===== src/usb_irq_params.svh =====
// Command codes, field positions, reset values and timing for the irq block.
`ifndef USB_IRQ_PARAMS_SVH
`define USB_IRQ_PARAMS_SVH

// ----------------------------------------------------------------------
// Host-side command codes
// ----------------------------------------------------------------------
`define HC_STAT_RD    8'h03
`define HC_STAT_WR    8'h83
`define HC_GEN_EN_RD  8'h04
`define HC_GEN_EN_WR  8'h84
`define HC_CFG_RD     8'h20
`define HC_CFG_WR     8'hA0
`define HC_UPF_RD     8'h24
`define HC_UPF_WR     8'hA4
`define HC_UPE_RD     8'h25
`define HC_UPE_WR     8'hA5

// ----------------------------------------------------------------------
// Device-side command codes
// ----------------------------------------------------------------------
`define DC_MODE_RD    8'hB9
`define DC_MODE_WR    8'hB8
`define DC_CFG_RD     8'hBB
`define DC_CFG_WR     8'hBA
`define DC_FLAG_RD    8'hC0
`define DC_EN_RD      8'hC3
`define DC_EN_WR      8'hC2
`define DC_EPST_HI    4'h5

// ----------------------------------------------------------------------
// Field positions
// ----------------------------------------------------------------------
`define HCFG_PIN_EN   0
`define HCFG_EDGE     1
`define HCFG_POL      2
`define HC_MIE        31
`define HC_OPR        4
`define DMODE_GEN     3
`define DCFG_POL      0
`define DCFG_PULSE    1
`define DC_PSEUDO_FRAME_TICK       5
`define DC_BUSST      6

// ----------------------------------------------------------------------
// Reset values and timing
// ----------------------------------------------------------------------
`define RST16         16'h0000
`define RST32         32'h0000_0000
`define CLK_NS        10
`define PULSE_NS      166
`define PULSE_CYC     ((`PULSE_NS + `CLK_NS - 1) / `CLK_NS)
`define FRAME_US      1000
`define FRAME_CYC     ((`FRAME_US * 1000) / `CLK_NS)
`define MISS_MAX      3

`endif


===== src/usb_irq_pkg.sv =====
// Types shared by the USB host and device interrupt logic.
`default_nettype none
package usb_irq_pkg;

  // Device-side event strobes, one cycle each.
  typedef struct packed {
    logic [15:0] ep_done;
    logic        frame_start;
    logic        xfer_done;
    logic        short_done;
    logic        resume;
    logic        bus_reset;
  } dev_evt_t;

  // Which half of a 32-bit register the next data phase reaches.
  typedef enum logic {PH_LO, PH_HI} phase_t;

endpackage
`default_nettype wire


===== src/usb_irq_ctrl.sv =====
// Interrupt request logic for the host and device halves of the controller.
//
// How it works
// - four pin modes, level-low after reset
// - host pin mode from config, pin enable bit
// - host event needs own enable and pin enable
// - general status only sets operational summary bit
// - six enabled general events ANDed with master
// - enabled processor events ORed into pin latch
// - pin enable low freezes host output level
// - device pin mode from config, global enable
// - device events logged, enabled ones request
// - device level low; pulse at least 166 ns (17 cycles, 170 ns) on rise
// - reading device flags clears low byte
// - endpoint flag clears on endpoint status read
// - bus status bit tracks live suspend state
// - endpoint events mean acknowledged transactions
// - pseudo frame tick every 1 ms without frame
// - three missed frames enter suspend
// - global enable low logs but no pin
// - enabling with pending bit asserts pin
// - disabling keeps pin until bits cleared
`timescale 1ns/1ps
`default_nettype none
`include "usb_irq_params.svh"

module usb_irq_ctrl
  import usb_irq_pkg::*;
#(
  parameter int unsigned FRAME_CYCLES = `FRAME_CYC
) (
  input  wire logic        sys_clk,
  input  wire logic        rstn,
  input  wire logic        cs_n,
  input  wire logic        rd_n,
  input  wire logic        wr_n,
  input  wire logic [1:0]  addr,
  input  wire logic [15:0] data_in,
  output logic      [15:0] data_out,
  output logic             data_oe,
  input  wire logic [5:0]  host_gen_evt,
  input  wire logic [4:0]  host_cpu_evt,
  input  wire dev_evt_t    dev_evt,
  input  wire logic        bus_suspend_in,
  output logic             host_irq_out,
  output logic             dev_irq_out,
  output logic             dev_suspend_out
);

  // ----------------------------------------------------------------------
  // Helpers
  // ----------------------------------------------------------------------
  // Registers that take two data phases, low half first.
  function automatic logic is_wide(input logic [7:0] cmd);
    is_wide = (cmd == `HC_STAT_RD) || (cmd == `HC_STAT_WR) ||
              (cmd == `HC_GEN_EN_RD) || (cmd == `HC_GEN_EN_WR) ||
              (cmd == `DC_FLAG_RD);
  endfunction

  // ----------------------------------------------------------------------
  // State
  // ----------------------------------------------------------------------
  logic [7:0]  hc_cmd_ff;
  logic [7:0]  dc_cmd_ff;
  phase_t      hc_ph_ff;
  phase_t      dc_ph_ff;
  logic [31:0] hc_stat_ff;
  logic [31:0] hc_gen_en_ff;
  logic [15:0] hc_cfg_ff;
  logic [15:0] hc_upf_ff;
  logic [15:0] hc_upe_ff;
  logic        hc_lat_ff;
  logic [7:0]  dc_mode_ff;
  logic [15:0] dc_cfg_ff;
  logic [23:0] dc_flag_ff;
  logic [23:0] dc_en_ff;
  logic        dreq_ff;
  logic [16:0] frm_cnt_ff;
  logic [1:0]  miss_ff;
  logic        susp_ff;
  logic [15:0] dout_ff;
  logic        doe_ff;

  // ----------------------------------------------------------------------
  // Port decode
  // ----------------------------------------------------------------------
  wire rd_stb    = !cs_n && !rd_n && wr_n;
  wire wr_stb    = !cs_n && !wr_n;
  wire hc_cmd_wr = wr_stb && (addr == 2'b01);
  wire dc_cmd_wr = wr_stb && (addr == 2'b11);
  wire hc_dat_wr = wr_stb && (addr == 2'b00);
  wire hc_dat_rd = rd_stb && (addr == 2'b00);
  wire dc_dat_wr = wr_stb && (addr == 2'b10);
  wire dc_dat_rd = rd_stb && (addr == 2'b10);
  wire hc_hi     = (hc_ph_ff == PH_HI);
  wire dc_hi     = (dc_ph_ff == PH_HI);

  wire hc_acc = hc_dat_wr || hc_dat_rd;
  wire dc_acc = dc_dat_wr || dc_dat_rd;
  wire phase_t nxt_hc_ph = hc_cmd_wr ? PH_LO :
    (hc_acc && is_wide(hc_cmd_ff)) ? phase_t'(!hc_hi) : hc_ph_ff;
  wire phase_t nxt_dc_ph = dc_cmd_wr ? PH_LO :
    (dc_acc && is_wide(dc_cmd_ff)) ? phase_t'(!dc_hi) : dc_ph_ff;

  wire [31:0] wr_word = hc_hi ? {data_in, 16'h0000} : {16'h0000, data_in};
  wire [31:0] wr_mask = hc_hi ? 32'hFFFF_0000 : 32'h0000_FFFF;

  // ----------------------------------------------------------------------
  // Host side: general status group
  // ----------------------------------------------------------------------
  wire        stat_wr = hc_dat_wr && (hc_cmd_ff == `HC_STAT_WR);
  wire [31:0] stat_clr = stat_wr ? wr_word : `RST32;
  // Only the six event bits exist; set wins over a same-cycle clear.
  wire [31:0] nxt_hc_stat = {26'h0, (hc_stat_ff[5:0] & ~stat_clr[5:0]) |
                                    host_gen_evt};
  wire        gen_en_wr = hc_dat_wr && (hc_cmd_ff == `HC_GEN_EN_WR);
  wire [31:0] nxt_hc_gen_en = gen_en_wr ?
    ((hc_gen_en_ff & ~wr_mask) | wr_word) : hc_gen_en_ff;
  // General events reach the pin only through the summary bit and its processor enable.
  wire gen_hit = (|(hc_stat_ff[5:0] & hc_gen_en_ff[5:0])) &&
                 hc_gen_en_ff[`HC_MIE];

  // ----------------------------------------------------------------------
  // Host side: processor event group and pin latch
  // ----------------------------------------------------------------------
  wire [15:0] upf_set = {10'h0, host_cpu_evt[4], gen_hit,
                         host_cpu_evt[3:0]};
  wire        upf_wr  = hc_dat_wr && (hc_cmd_ff == `HC_UPF_WR);
  wire [15:0] upf_clr = upf_wr ? data_in : `RST16;
  wire [15:0] nxt_hc_upf = (hc_upf_ff & ~upf_clr) | upf_set;
  wire        upe_wr  = hc_dat_wr && (hc_cmd_ff == `HC_UPE_WR);
  wire [15:0] nxt_hc_upe = upe_wr ? data_in : hc_upe_ff;
  wire        cfg_wr  = hc_dat_wr && (hc_cmd_ff == `HC_CFG_WR);
  wire [15:0] nxt_hc_cfg = cfg_wr ? data_in : hc_cfg_ff;
  wire        host_or = |(hc_upf_ff & hc_upe_ff);
  // With the pin enable low the latch holds, so the pin cannot move even
  // while firmware rewrites flags and enables behind it.
  wire nxt_hc_lat = hc_cfg_ff[`HCFG_PIN_EN] ? host_or :
                    hc_lat_ff;

  // ----------------------------------------------------------------------
  // Device side: frame watchdog
  // ----------------------------------------------------------------------
  wire        frm_due = (frm_cnt_ff == 17'(FRAME_CYCLES - 1));
  wire        pseudo_frame_tick    = frm_due && !dev_evt.frame_start;
  wire [16:0] nxt_frm_cnt = (dev_evt.frame_start || frm_due) ? 17'h0_0000 :
                            frm_cnt_ff + 17'h0_0001;
  wire [1:0]  nxt_miss = dev_evt.frame_start ? 2'h0 :
    (pseudo_frame_tick && (miss_ff != 2'(`MISS_MAX))) ? miss_ff + 2'h1 : miss_ff;
  wire nxt_susp = dev_evt.frame_start ? 1'b0 :
                  (nxt_miss == 2'(`MISS_MAX));
  wire bus_state = bus_suspend_in || susp_ff;

  // ----------------------------------------------------------------------
  // Device side: flags and request
  // ----------------------------------------------------------------------
  // Acknowledged transactions arrive already qualified on dev_evt.ep_done.
  wire [23:0] dc_set = {dev_evt.ep_done, 2'b00, pseudo_frame_tick,
                        dev_evt.frame_start, dev_evt.xfer_done,
                        dev_evt.short_done, dev_evt.resume,
                        dev_evt.bus_reset};
  wire flag_rd = dc_dat_rd && !dc_hi && (dc_cmd_ff == `DC_FLAG_RD);
  wire ep_rd   = dc_dat_rd && (dc_cmd_ff[7:4] == `DC_EPST_HI);
  wire [23:0] ep_bit = 24'h00_0100 << dc_cmd_ff[3:0];
  wire [23:0] dc_clr = (flag_rd ? 24'h00_00FF : 24'h00_0000) |
                       (ep_rd ? ep_bit : 24'h00_0000);
  wire [23:0] nxt_dc_flag = (dc_flag_ff & ~dc_clr) | dc_set;
  wire        dc_en_wr = dc_dat_wr && (dc_cmd_ff == `DC_EN_WR);
  wire [23:0] nxt_dc_en = !dc_en_wr ? dc_en_ff :
    dc_hi ? {data_in[7:0], dc_en_ff[15:0]} : {dc_en_ff[23:16], data_in};
  wire        mode_wr = dc_dat_wr && (dc_cmd_ff == `DC_MODE_WR);
  wire [7:0]  nxt_dc_mode = mode_wr ? data_in[7:0] : dc_mode_ff;
  wire        dcfg_wr = dc_dat_wr && (dc_cmd_ff == `DC_CFG_WR);
  wire [15:0] nxt_dc_cfg = dcfg_wr ? data_in : dc_cfg_ff;
  wire        dev_pend = |(dc_flag_ff & dc_en_ff);
  // Request rises only with the global enable, but once up it falls only
  // when the pending bits are gone; that is why clearing the global enable
  // alone never releases the pin.
  wire nxt_dreq = dev_pend &&
    (dc_mode_ff[`DMODE_GEN] || dreq_ff);

  // ----------------------------------------------------------------------
  // Read data
  // ----------------------------------------------------------------------
  wire [23:0] dc_view = dc_flag_ff | ({23'h0, bus_state} << `DC_BUSST);
  logic [15:0] hc_rdata;
  logic [15:0] dc_rdata;

  always_comb begin
    hc_rdata = `RST16;
    unique case (hc_cmd_ff)
      `HC_STAT_RD:   hc_rdata = hc_hi ? hc_stat_ff[31:16] : hc_stat_ff[15:0];
      `HC_GEN_EN_RD: hc_rdata = hc_hi ? hc_gen_en_ff[31:16] :
                                        hc_gen_en_ff[15:0];
      `HC_CFG_RD:    hc_rdata = hc_cfg_ff;
      `HC_UPF_RD:    hc_rdata = hc_upf_ff;
      `HC_UPE_RD:    hc_rdata = hc_upe_ff;
      default:       hc_rdata = `RST16;
    endcase
  end

  always_comb begin
    dc_rdata = `RST16;
    unique case (dc_cmd_ff)
      `DC_MODE_RD: dc_rdata = {8'h00, dc_mode_ff};
      `DC_CFG_RD:  dc_rdata = dc_cfg_ff;
      `DC_FLAG_RD: dc_rdata = dc_hi ? {8'h00, dc_view[23:16]} :
                                      dc_view[15:0];
      `DC_EN_RD:   dc_rdata = dc_hi ? {8'h00, dc_en_ff[23:16]} :
                                      dc_en_ff[15:0];
      default:     dc_rdata = (dc_cmd_ff[7:4] == `DC_EPST_HI) ?
                     {15'h0000, |(dc_flag_ff & ep_bit)} : `RST16;
    endcase
  end

  // ----------------------------------------------------------------------
  // Register update
  // ----------------------------------------------------------------------
  always_ff @(posedge sys_clk) begin
    if (!rstn) begin
      hc_cmd_ff    <= 8'h00;
      dc_cmd_ff    <= 8'h00;
      hc_ph_ff     <= PH_LO;
      dc_ph_ff     <= PH_LO;
      hc_stat_ff   <= `RST32;
      hc_gen_en_ff <= `RST32;
      hc_cfg_ff    <= `RST16;
      hc_upf_ff    <= `RST16;
      hc_upe_ff    <= `RST16;
      hc_lat_ff    <= 1'b0;
      dc_mode_ff   <= 8'h00;
      dc_cfg_ff    <= `RST16;
      dc_flag_ff   <= 24'h00_0000;
      dc_en_ff     <= 24'h00_0000;
      dreq_ff      <= 1'b0;
      frm_cnt_ff   <= 17'h0_0000;
      miss_ff      <= 2'h0;
      susp_ff      <= 1'b0;
      dout_ff      <= `RST16;
      doe_ff       <= 1'b0;
    end else begin
      hc_cmd_ff    <= hc_cmd_wr ? data_in[7:0] : hc_cmd_ff;
      dc_cmd_ff    <= dc_cmd_wr ? data_in[7:0] : dc_cmd_ff;
      hc_ph_ff     <= nxt_hc_ph;
      dc_ph_ff     <= nxt_dc_ph;
      hc_stat_ff   <= nxt_hc_stat;
      hc_gen_en_ff <= nxt_hc_gen_en;
      hc_cfg_ff    <= nxt_hc_cfg;
      hc_upf_ff    <= nxt_hc_upf;
      hc_upe_ff    <= nxt_hc_upe;
      hc_lat_ff    <= nxt_hc_lat;
      dc_mode_ff   <= nxt_dc_mode;
      dc_cfg_ff    <= nxt_dc_cfg;
      dc_flag_ff   <= nxt_dc_flag;
      dc_en_ff     <= nxt_dc_en;
      dreq_ff      <= nxt_dreq;
      frm_cnt_ff   <= nxt_frm_cnt;
      miss_ff      <= nxt_miss;
      susp_ff      <= nxt_susp;
      dout_ff      <= hc_dat_rd ? hc_rdata : dc_rdata;
      doe_ff       <= hc_dat_rd || dc_dat_rd;
    end
  end

  // ----------------------------------------------------------------------
  // Pin shaping, one stage per request output
  // ----------------------------------------------------------------------
  // Index 0 is the host pin, 1 the device pin. Both share the pulse width
  // so firmware sees the same edge timing whichever half interrupts.
  wire [1:0] src  = {dreq_ff, hc_lat_ff};
  wire [1:0] edg  = {dc_cfg_ff[`DCFG_PULSE], hc_cfg_ff[`HCFG_EDGE]};
  wire [1:0] pol  = {dc_cfg_ff[`DCFG_POL], hc_cfg_ff[`HCFG_POL]};
  logic [1:0] pin_ff;

  genvar gi;
  generate
    for (gi = 0; gi < 2; gi = gi + 1) begin : g_pin
      logic       prev_ff;
      logic [4:0] cnt_ff;
      wire        rise    = src[gi] && !prev_ff;
      wire [4:0]  nxt_cnt = rise ? 5'(`PULSE_CYC) :
                            (cnt_ff != 5'h00) ? cnt_ff - 5'h01 : 5'h00;
      wire        active  = edg[gi] ? (nxt_cnt != 5'h00) : src[gi];
      wire        nxt_pin = pol[gi] ? active : !active;

      always_ff @(posedge sys_clk) begin
        if (!rstn) begin
          prev_ff    <= 1'b0;
          cnt_ff     <= 5'h00;
          pin_ff[gi] <= 1'b1;
        end else begin
          prev_ff    <= src[gi];
          cnt_ff     <= nxt_cnt;
          pin_ff[gi] <= nxt_pin;
        end
      end
    end
  endgenerate

  assign host_irq_out    = pin_ff[0];
  assign dev_irq_out     = pin_ff[1];
  assign dev_suspend_out = susp_ff;
  assign data_out        = dout_ff;
  assign data_oe         = doe_ff;

endmodule
`default_nettype wire


===== config.mk =====
export PLATFORM = sky130hd
export DESIGN_NAME = usb_irq_ctrl
export DESIGN_NICKNAME = d
export VERILOG_FILES = /design/src/usb_irq_pkg.sv /design/src/usb_irq_ctrl.sv
export VERILOG_INCLUDE_DIRS = /design/src
export SDC_FILE = /design/constraint.sdc
export NUM_CORES = 1
export LEC_CHECK = 0
export BUFFER_PORTS_ARGS = -buffer_cell sky130_fd_sc_hd__clkbuf_2
export CORE_ASPECT_RATIO = 0.75
export CORE_MARGIN = 2
export CORE_UTILIZATION = 45
export CTS_CLUSTER_SIZE = 28
export DETAILED_ROUTE_END_ITERATION = 10
export GPL_ROUTABILITY_DRIVEN = 0
export SYNTH_ARGS = -nofsm -noshare
export SYNTH_HDL_FRONTEND = slang
export SYNTH_SLANG_ARGS = --single-unit

===== constraint.sdc =====
create_clock -name sys_clk -period 2 [get_ports sys_clk]
set_input_delay 0.4 -clock sys_clk [delete_from_list [all_inputs] [get_ports sys_clk]]
set_output_delay 0.4 -clock sys_clk [all_outputs]
set_load 0.1 [all_outputs]

==> summary.txt, run 1 <==
Detailed routing
  – Routed via count: 8699
  – Detailed-route DRC error count: 0
  – DRT iter0 DRCs: 680
  – Drt first pass iters: 5
  – Detailed-route wire length: 30.6 mm
  – Drt wl/cell: 19.5 um
  – Antenna viol nets, final: 0
  – Via density: 5.55

Floorplan
  – I/O pins: 76
  – Die Area: 25200 um^2
  – Core area: 23200 um^2
  – Die Height: 138 um
  – Die X: 183 um
  – Initial Util: 46.3%
  – FP Rows: 48

Synth
  – Top area cells in the synthesized netlist: dfxtp_1 (43%), mux2i_1 (13%), nor2b_1 (7.5%)
  – Syn Inst Count: 1134
  – Top FF cell, synth: dfxtp_1
  – Register area share after synthesis: 42.6%
  – Yosys reg bits: 229
  – Top-area cell type share of the netlist area: 42.6%
  – Top cells by count, synth: dfxtp_1 (229), mux2i_1 (139), nor2b_1 (129), nand2_1 (87), clkbuf_1 (55)
  – Most common cell in the netlist: dfxtp_1
  – Synth area leader: dfxtp_1
  – Synth cell types: 76
  – Yosys warns: 0
  – Ys async rst share: 0%
  – Post-synth EDFFs: 0
  – Synthesized cell area: 10800 um^2
  – Syn Area/Cell: 9.49 um^2
  – Net Count, Synth: 1194

Cells and area
  – Area occupied by registers: 4590 um^2
  – Fill cells: 2169
  – Area growth from synthesis to layout: 19.0%
  – Final nets: 1310
  – Fin util: 55.1%
  – Multi-input gate area: 5890 um^2
  – Ant diodes: 0
  – Share of layout cells above drive strength 1: 20.0%

Setup path
  – R2R cell count: 4
  – Crit path kind: reg -> reg
  – Setup crit end kind: register
  – Reg2reg start: dc_cmd_ff[3]
  – Crit-path max FO: 8
  – CP peak stage delay: 620 ps
  – CP cell instances: or4_4 > or4_4 > o2bb2ai_1 > and2_1
  – Required time of the critical path: 2420 ps
  – CP most frequent cell: or4_4
  – Register-to-Register Setup Slack: 40 ps
  – Worst path arrival time: 2390 ps
  – Slowest CP cell: or4_4
  – RR Endpoint: dc_flag_ff[5]
  – Worst setup SP type: register

Clocking
  – Htree depth: 1
  – CTS tree: done
  – TritonCTS Buffers: 24
  – Post-CTS setup buffer count: 0
  – Hold-fix buffers, CTS: 0
  – Sink Count: 229
  – CTS Root Cell: clkbuf_16
  – Worst-case clock buffer depth: 3
  – Clock-pin slew on the worst setup and hold paths: 60 ps
  – Worst skew pair latency: 530 ps

Timing
  – Slew HR: 61.6%
  – RSZ-0062 raised after global routing: yes
  – Final setup violating endpoints: 0
  – Skew final: 17.3 ps
  – Worst-Margin Slew: 572 ps
  – Hold Fails Final Rpt: 0
  – Period utilisation layout: 98.2%
  – Fmax: 0.509 GHz
  – Hold WS: 84.2 ps
  – Pins Over Slew Limit: 0
  – Fin crit period: 1960 ps

Power
  – Peak supply drop: 0.556 mV
  – Pleak: 5.04 nW
  – PwrDens: 773 nW/um^2

GRT
  – Initial antenna violation count: 1
  – Total global routing overflow: 0
  – Global-route wire length before repair: 48.1 mm
  – Vias in the first global route: 8199
  – Largest net degree at the start of global routing: 60
  – Total global-route track usage: 24.5%

Worst hold path
  – Worst hold start: dev_evt[15]
  – Hold Crit Endpoint: dc_flag_ff[18]
  – Hold Crit Depth: 2
  – Worst min-delay path category: in -> reg

Job
  – Max-Cap Viols: 0

Place
  – IO Port Bufs: 75
  – DP HPWL: 21.7 mm

Status
  – Outcome: finished, final reports clean
-- worst max-delay path: cells and delay by family, from the launching register on --
family          cells  cell delay, ps
simple gates        3            1340
flops               1             350
compound gates      1             170
-- through the flow --
| stage | area (um^2) | TNS, ps | cells | power [mW] | setup slack [ps] |
|---|---|---|---|---|---|
| 3_3_place_gp | 12000 | -6540 | 1524 | 5.70 | -342 |
| 6_report | 12800 | 0 | 1567 | 9.90 | 36.6 |
| 5_1_grt | 12800 | -13.1 | 1567 | 10.3 | -13.1 |
| 4_1_cts | 12800 | 0 | 1567 | 9.96 | 7.50 |
| 2_1_floorplan | 10800 | -20.5 | 1134 | 5.33 | -15.1 |
| 3_5_place_dp | 12000 | -8440 | 1524 | 5.71 | -371 |
-- area by class of cell --
| cell class | count | share of cell area (%) |
|---|---|---|
| Clock inverter | 6 | 0.342 |
| Inverter | 14 | 0.410 |
| Multi-Input combinational cell | 817 | 46.0 |
| Timing Repair Buffer | 164 | 9.07 |
| Clock buffer | 37 | 5.46 |
| Tap cell | 300 | 2.93 |
| Sequential cell | 229 | 35.8 |
-- routing by layer --
metal	vias up	global-route usage [%]	wire length, um
met5	-	0	12
met4	2	4.08	442
met3	35	4.70	1920
met2	222	34.6	12100
met1	4156	38.4	16100
li1	4284	-	-
-- where the power goes --
group / internal (mW) / switching [mW] / leakage [nW]
Sequential: 4.66 / 0.124 / 1.86
Clock: 2.41 / 1.87 / 0.364
Combinational: 0.398 / 0.443 / 2.81
Total: 7.47 / 2.43 / 5.04
-- what timing repair did --
action / in CTS / in global routing
endpoints found under the setup margin: 13 / 34
pin swaps: 0 / 1
resized for setup: 6 / 14
-- cells by family (layout without fill, tap and decap cells) --
group | Yosys count | in the layout | synth area share (%)
compound gates | 239 | 239 | 15.8
xor+xnor | 20 | 20 | 1.63
fa+ha+maj | 4 | 4 | 0.465
buf+inv | 88 | 221 | 3.51
flops | 229 | 229 | 42.6
mux | 160 | 160 | 15.2
simple gates | 394 | 394 | 20.8
-- cell usage in the layout, fill, tap and decap left out, types with 4 or more instances in the layout --
master / synthesis / final
nor3_1: 14 / 12
nand3_1: 17 / 17
nor4b_1: 4 / 4
a21boi_0: 37 / 37
clkbuf_1: 55 / 8
a221oi_1: 6 / 6
o21a_1: 37 / 37
mux2_2: 20 / 20
nor2b_1: 129 / 129
xnor2_1: 11 / 11
a21oi_1: 42 / 41
nand3b_1: 6 / 6
and2_1: 13 / 13
a22oi_1: 45 / 45
clkbuf_16: 0 / 24
nand2b_1: 15 / 15
nand4_1: 7 / 7
a22o_1: 6 / 6
buf_4: 1 / 80
nand2_1: 87 / 87
o21ai_0: 15 / 15
nor4_2: 2 / 4
dfxtp_1: 229 / 226
o22ai_1: 10 / 10
xor2_1: 9 / 9
nor2_1: 49 / 49
clkinv_2: 0 / 4
a2bb2oi_1: 8 / 8
ha_1: 4 / 4
inv_1: 14 / 14
o31ai_1: 4 / 4
clkbuf_2: 1 / 74
buf_12: 0 / 9
clkbuf_8: 0 / 5
and3_1: 11 / 11
nor4_1: 6 / 4
mux2i_1: 139 / 139
-- how the worst max path moves through the flow --
stage	slack (ps)	start	to
2_1_floorplan	-20	addr[0]	dc_flag_ff[5]
3_3_place_gp	-340	hc_cmd_ff[2]	data_out[0]
3_5_place_dp	-370	hc_cmd_ff[2]	data_out[0]
4_1_cts	7	hc_cmd_ff[0]	hc_stat_ff[2]
5_1_grt	-10	hc_cmd_ff[5]	data_out[7]
6_report	40	dc_cmd_ff[3]	dc_flag_ff[5]
(Power assumes the default switching activity.)
==> run 2: changes to the inputs <==
--- a/config.mk
+++ b/config.mk
@@ -6,7 +6,7 @@
 export SDC_FILE = /design/constraint.sdc
 export NUM_CORES = 1
 export LEC_CHECK = 0
-export BUFFER_PORTS_ARGS = -buffer_cell sky130_fd_sc_hd__clkbuf_2
+export BUFFER_PORTS_ARGS = -buffer_cell sky130_fd_sc_hd__buf_2
 export CORE_ASPECT_RATIO = 0.75
 export CORE_MARGIN = 2
 export CORE_UTILIZATION = 45
==> run 2 against run 1 <==
Compared with the run above: power is 0.62% lower; setup slack better by 17 ps; global-route usage is 0.40 points lower; flip-flop and latch count stayed put; hold slack hardly changed; cell area is 0.22% higher; sequential share of layout area is 0.071 points lower; wire length is 0.33% lower; utilization is 0.12 points higher; maximum frequency is 0.89% higher; critical path type unchanged; largest cell class unchanged; highest routed layer unchanged.
==> summary.txt, run 2 (synthesis gave the netlist of run 1 again) <==
Setup path
  – Required time of the critical path: 2480 ps (+60 ps)
  – Slowest CP cell: a2111o_2
  – CP cell instances: buf_4 > o21bai_1 > a21o_1 > a2111o_2 > a21oi_1 > o21a_1
  – Worst path arrival time: 2430 ps (+40 ps)
  – Crit-path max FO: 21 (+13)
  – CP bufs+invs: 1 (+1)
  – CP peak stage delay: 580 ps (-40 ps)
  – CP delay by family, top: compound AO/OA/AOI/OAI gates
  – Setup crit end kind: register
  – Worst setup SP type: register
  – Crit path kind: reg -> reg

Detailed routing
  – Highest metal layer with signal wires: met5
  – Met2 wire len: 11.8 mm (-2.2%)
  – Detailed-route wire length: 30.5 mm (-0.33%)
  – DRT iter0 DRCs: 661 (-2.8%)
  – Detailed-route DRC error count: 0 (unchanged)
  – Drt first pass iters: 5 (unchanged)
  – Antenna viol nets, final: 0 (unchanged)
  – Via density: 5.59 (+0.75%)
  – Drt wl/cell: 19.4 um (-0.40%)
  – Routed via count: 8770 (+0.82%)
  – Wl on met1: 16.1 mm (-0.30%)
  – Met3 wire len: 2.04 mm (+6.5%)

GRT
  – Vias in the first global route: 8232 (+0.40%)
  – Global-route wire length before repair: 47.4 mm (-1.6%)
  – Total global routing overflow: 0 (unchanged)
  – Largest net degree at the start of global routing: 75 (+25%)
  – Total global-route track usage: 24.1% (-0.40 points)
  – Initial antenna violation count: 2 (+1)

Timing
  – Hold Fails Final Rpt: 0 (unchanged)
  – Worst-Margin Slew: 585 ps (+12.3 ps)
  – Period utilisation layout: 97.3% (-0.86 points)
  – Skew final: 16.3 ps (-1.07 ps)
  – Final setup violating endpoints: 0 (unchanged)
  – RSZ-0062 raised after global routing: no
  – Fin crit period: 1950 ps (-17.2 ps)
  – Setup WS post-layout: 53.9 ps (+17.2 ps)
  – Pins Over Slew Limit: 0 (unchanged)
  – Fmax: 0.514 GHz (+0.89%)
  – Slew HR: 60.8% (-0.83 points)
  – Sum of negative setup slack: 0 ps (unchanged)

Place
  – IO Port Bufs: 75 (unchanged)
  – Pre-CTS WS: -290 ps (+81.2 ps)
  – DP HPWL: 21.4 mm (-1.4%)
  – Post-place instance area: 12000 um^2 (+0.42%)

Floorplan
  – Core area: 23200 um^2 (unchanged)
  – I/O pins: 76 (unchanged)
  – Die X: 183 um (unchanged)
  – Die Height: 138 um (unchanged)
  – Die Area: 25200 um^2 (unchanged)
  – Initial Util: 46.3% (unchanged)
  – FP Rows: 48 (unchanged)

Power
  – PwrDens: 767 nW/um^2 (-0.84%)
  – Switch share: 24.1% (-0.50 points)
  – Pint: 7.47 mW (about the same)
  – Switching power: 2.37 mW (-2.6%)
  – Clk pwr share: 42.8% (-0.4 points)
  – Seq pwr share: 48.6% (+0.3 points)
  – Power share of the combinational group: 8.5% (about the same)
  – Pleak: 5.06 nW (+0.51%)
  – Peak supply drop: 0.589 mV (+5.9%)

Cells and area
  – Share of layout cells above drive strength 1: 20.2% (+0.14 points)
  – Most common cell after layout, fill and taps aside: dfxtp_1
  – Fill cells: 2133 (-1.7%)
  – Area growth from synthesis to layout: 19.2%
  – Ant diodes: 0 (unchanged)
  – Most frequent cells in the layout: dfxtp_1 (225), mux2i_1 (139), nor2b_1 (129), nand2_1 (87), buf_4 (85)
  – Final instance area: 12800 um^2 (+0.22%)
  – Final nets: 1316 (+0.46%)

Clocking
  – Htree depth: 1 (unchanged)
  – CTS tree: done
  – Worst-case clock buffer depth: 3 (unchanged)
  – CTS Root Cell: clkbuf_16
  – Clock-pin slew on the worst setup and hold paths: 60 ps (about the same)
  – Worst skew pair latency: 530 ps (about the same)
  – Post-CTS setup buffer count: 0 (unchanged)
  – Sink Count: 229 (unchanged)
  – TritonCTS Buffers: 24 (unchanged)

Job
  – Max-Cap Viols: 0 (unchanged)

Status
  – Outcome: finished, final reports clean

Worst hold path
  – Worst min-delay path category: in -> reg
==> run 2: cell types whose count changed in the layout (fill, tap and decap cells not counted), sizes merged <==
cell / change
buf: +79
clkbuf: -76
clkinv: -2
a2111o: +1
clkinvlp: -1
==> run 2: timing repair <==
item                                   4_1_cts  5_1_grt
pin swaps                                    1        4
setup endpoints to repair                   16       23
hold buffers                                 0        0
gates resized for setup                      5       13
endpoints found under the hold margin        0        0
gates cloned                                 0        1
==> run 2: path summary, 6_finish.rpt <==
kind	startpoint	to	slack [ps]	depth (start not counted)
max	hc_cmd_ff[5]	data_out[7]	50	6
min	host_cpu_evt[3]	hc_upf_ff[3]	80	2
max reg2reg	hc_cmd_ff[5]	data_out[7]	50	6
min reg2reg	hc_upf_ff[15]	hc_upf_ff[15]	450	2
==> run 2: metrics by stage <==
stage	total power [mW]	std cells	hold slack, ps	util, %
3_5_place_dp	5.70	1529	437	51.7
5_1_grt	10.2	1568	78.5	55.2
6_report	9.84	1568	84.2	55.2
2_1_floorplan	5.33	1134	422	-
4_1_cts	9.93	1567	69.9	55.0
3_3_place_gp	5.70	1529	431	51.7
==> run 2: metal layers <==
metal	GRT usage [%]	vias up
li1	-	4308
met1	37.9	4151
met2	33.8	265
met3	4.28	42
met4	4.66	4
met5	0	-
==> run 2: area by class of cell <==
type                       instances  area, um^2  share of cell area (%)
tap                              300         375                    2.92
clock inverter                     3        26.3                   0.205
inverter                          14        52.6                   0.409
timing repair buffer             169        1210                    9.42
multi-input combinational        818        5880                    45.8
clock buffer                      35         702                    5.47
sequential                       229        4590                    35.8
==> run 2: power groups by stage <==
stage / sequential [mW] / combinational [mW] / clock (mW)
4_1_cts: 4.78 / 0.831 / 4.32
3_3_place_gp: 4.88 / 0.822 / 0
2_1_floorplan: 4.84 / 0.498 / 0
3_5_place_dp: 4.88 / 0.825 / 0
5_1_grt: 4.79 / 0.930 / 4.50
6_report: 4.78 / 0.841 / 4.22
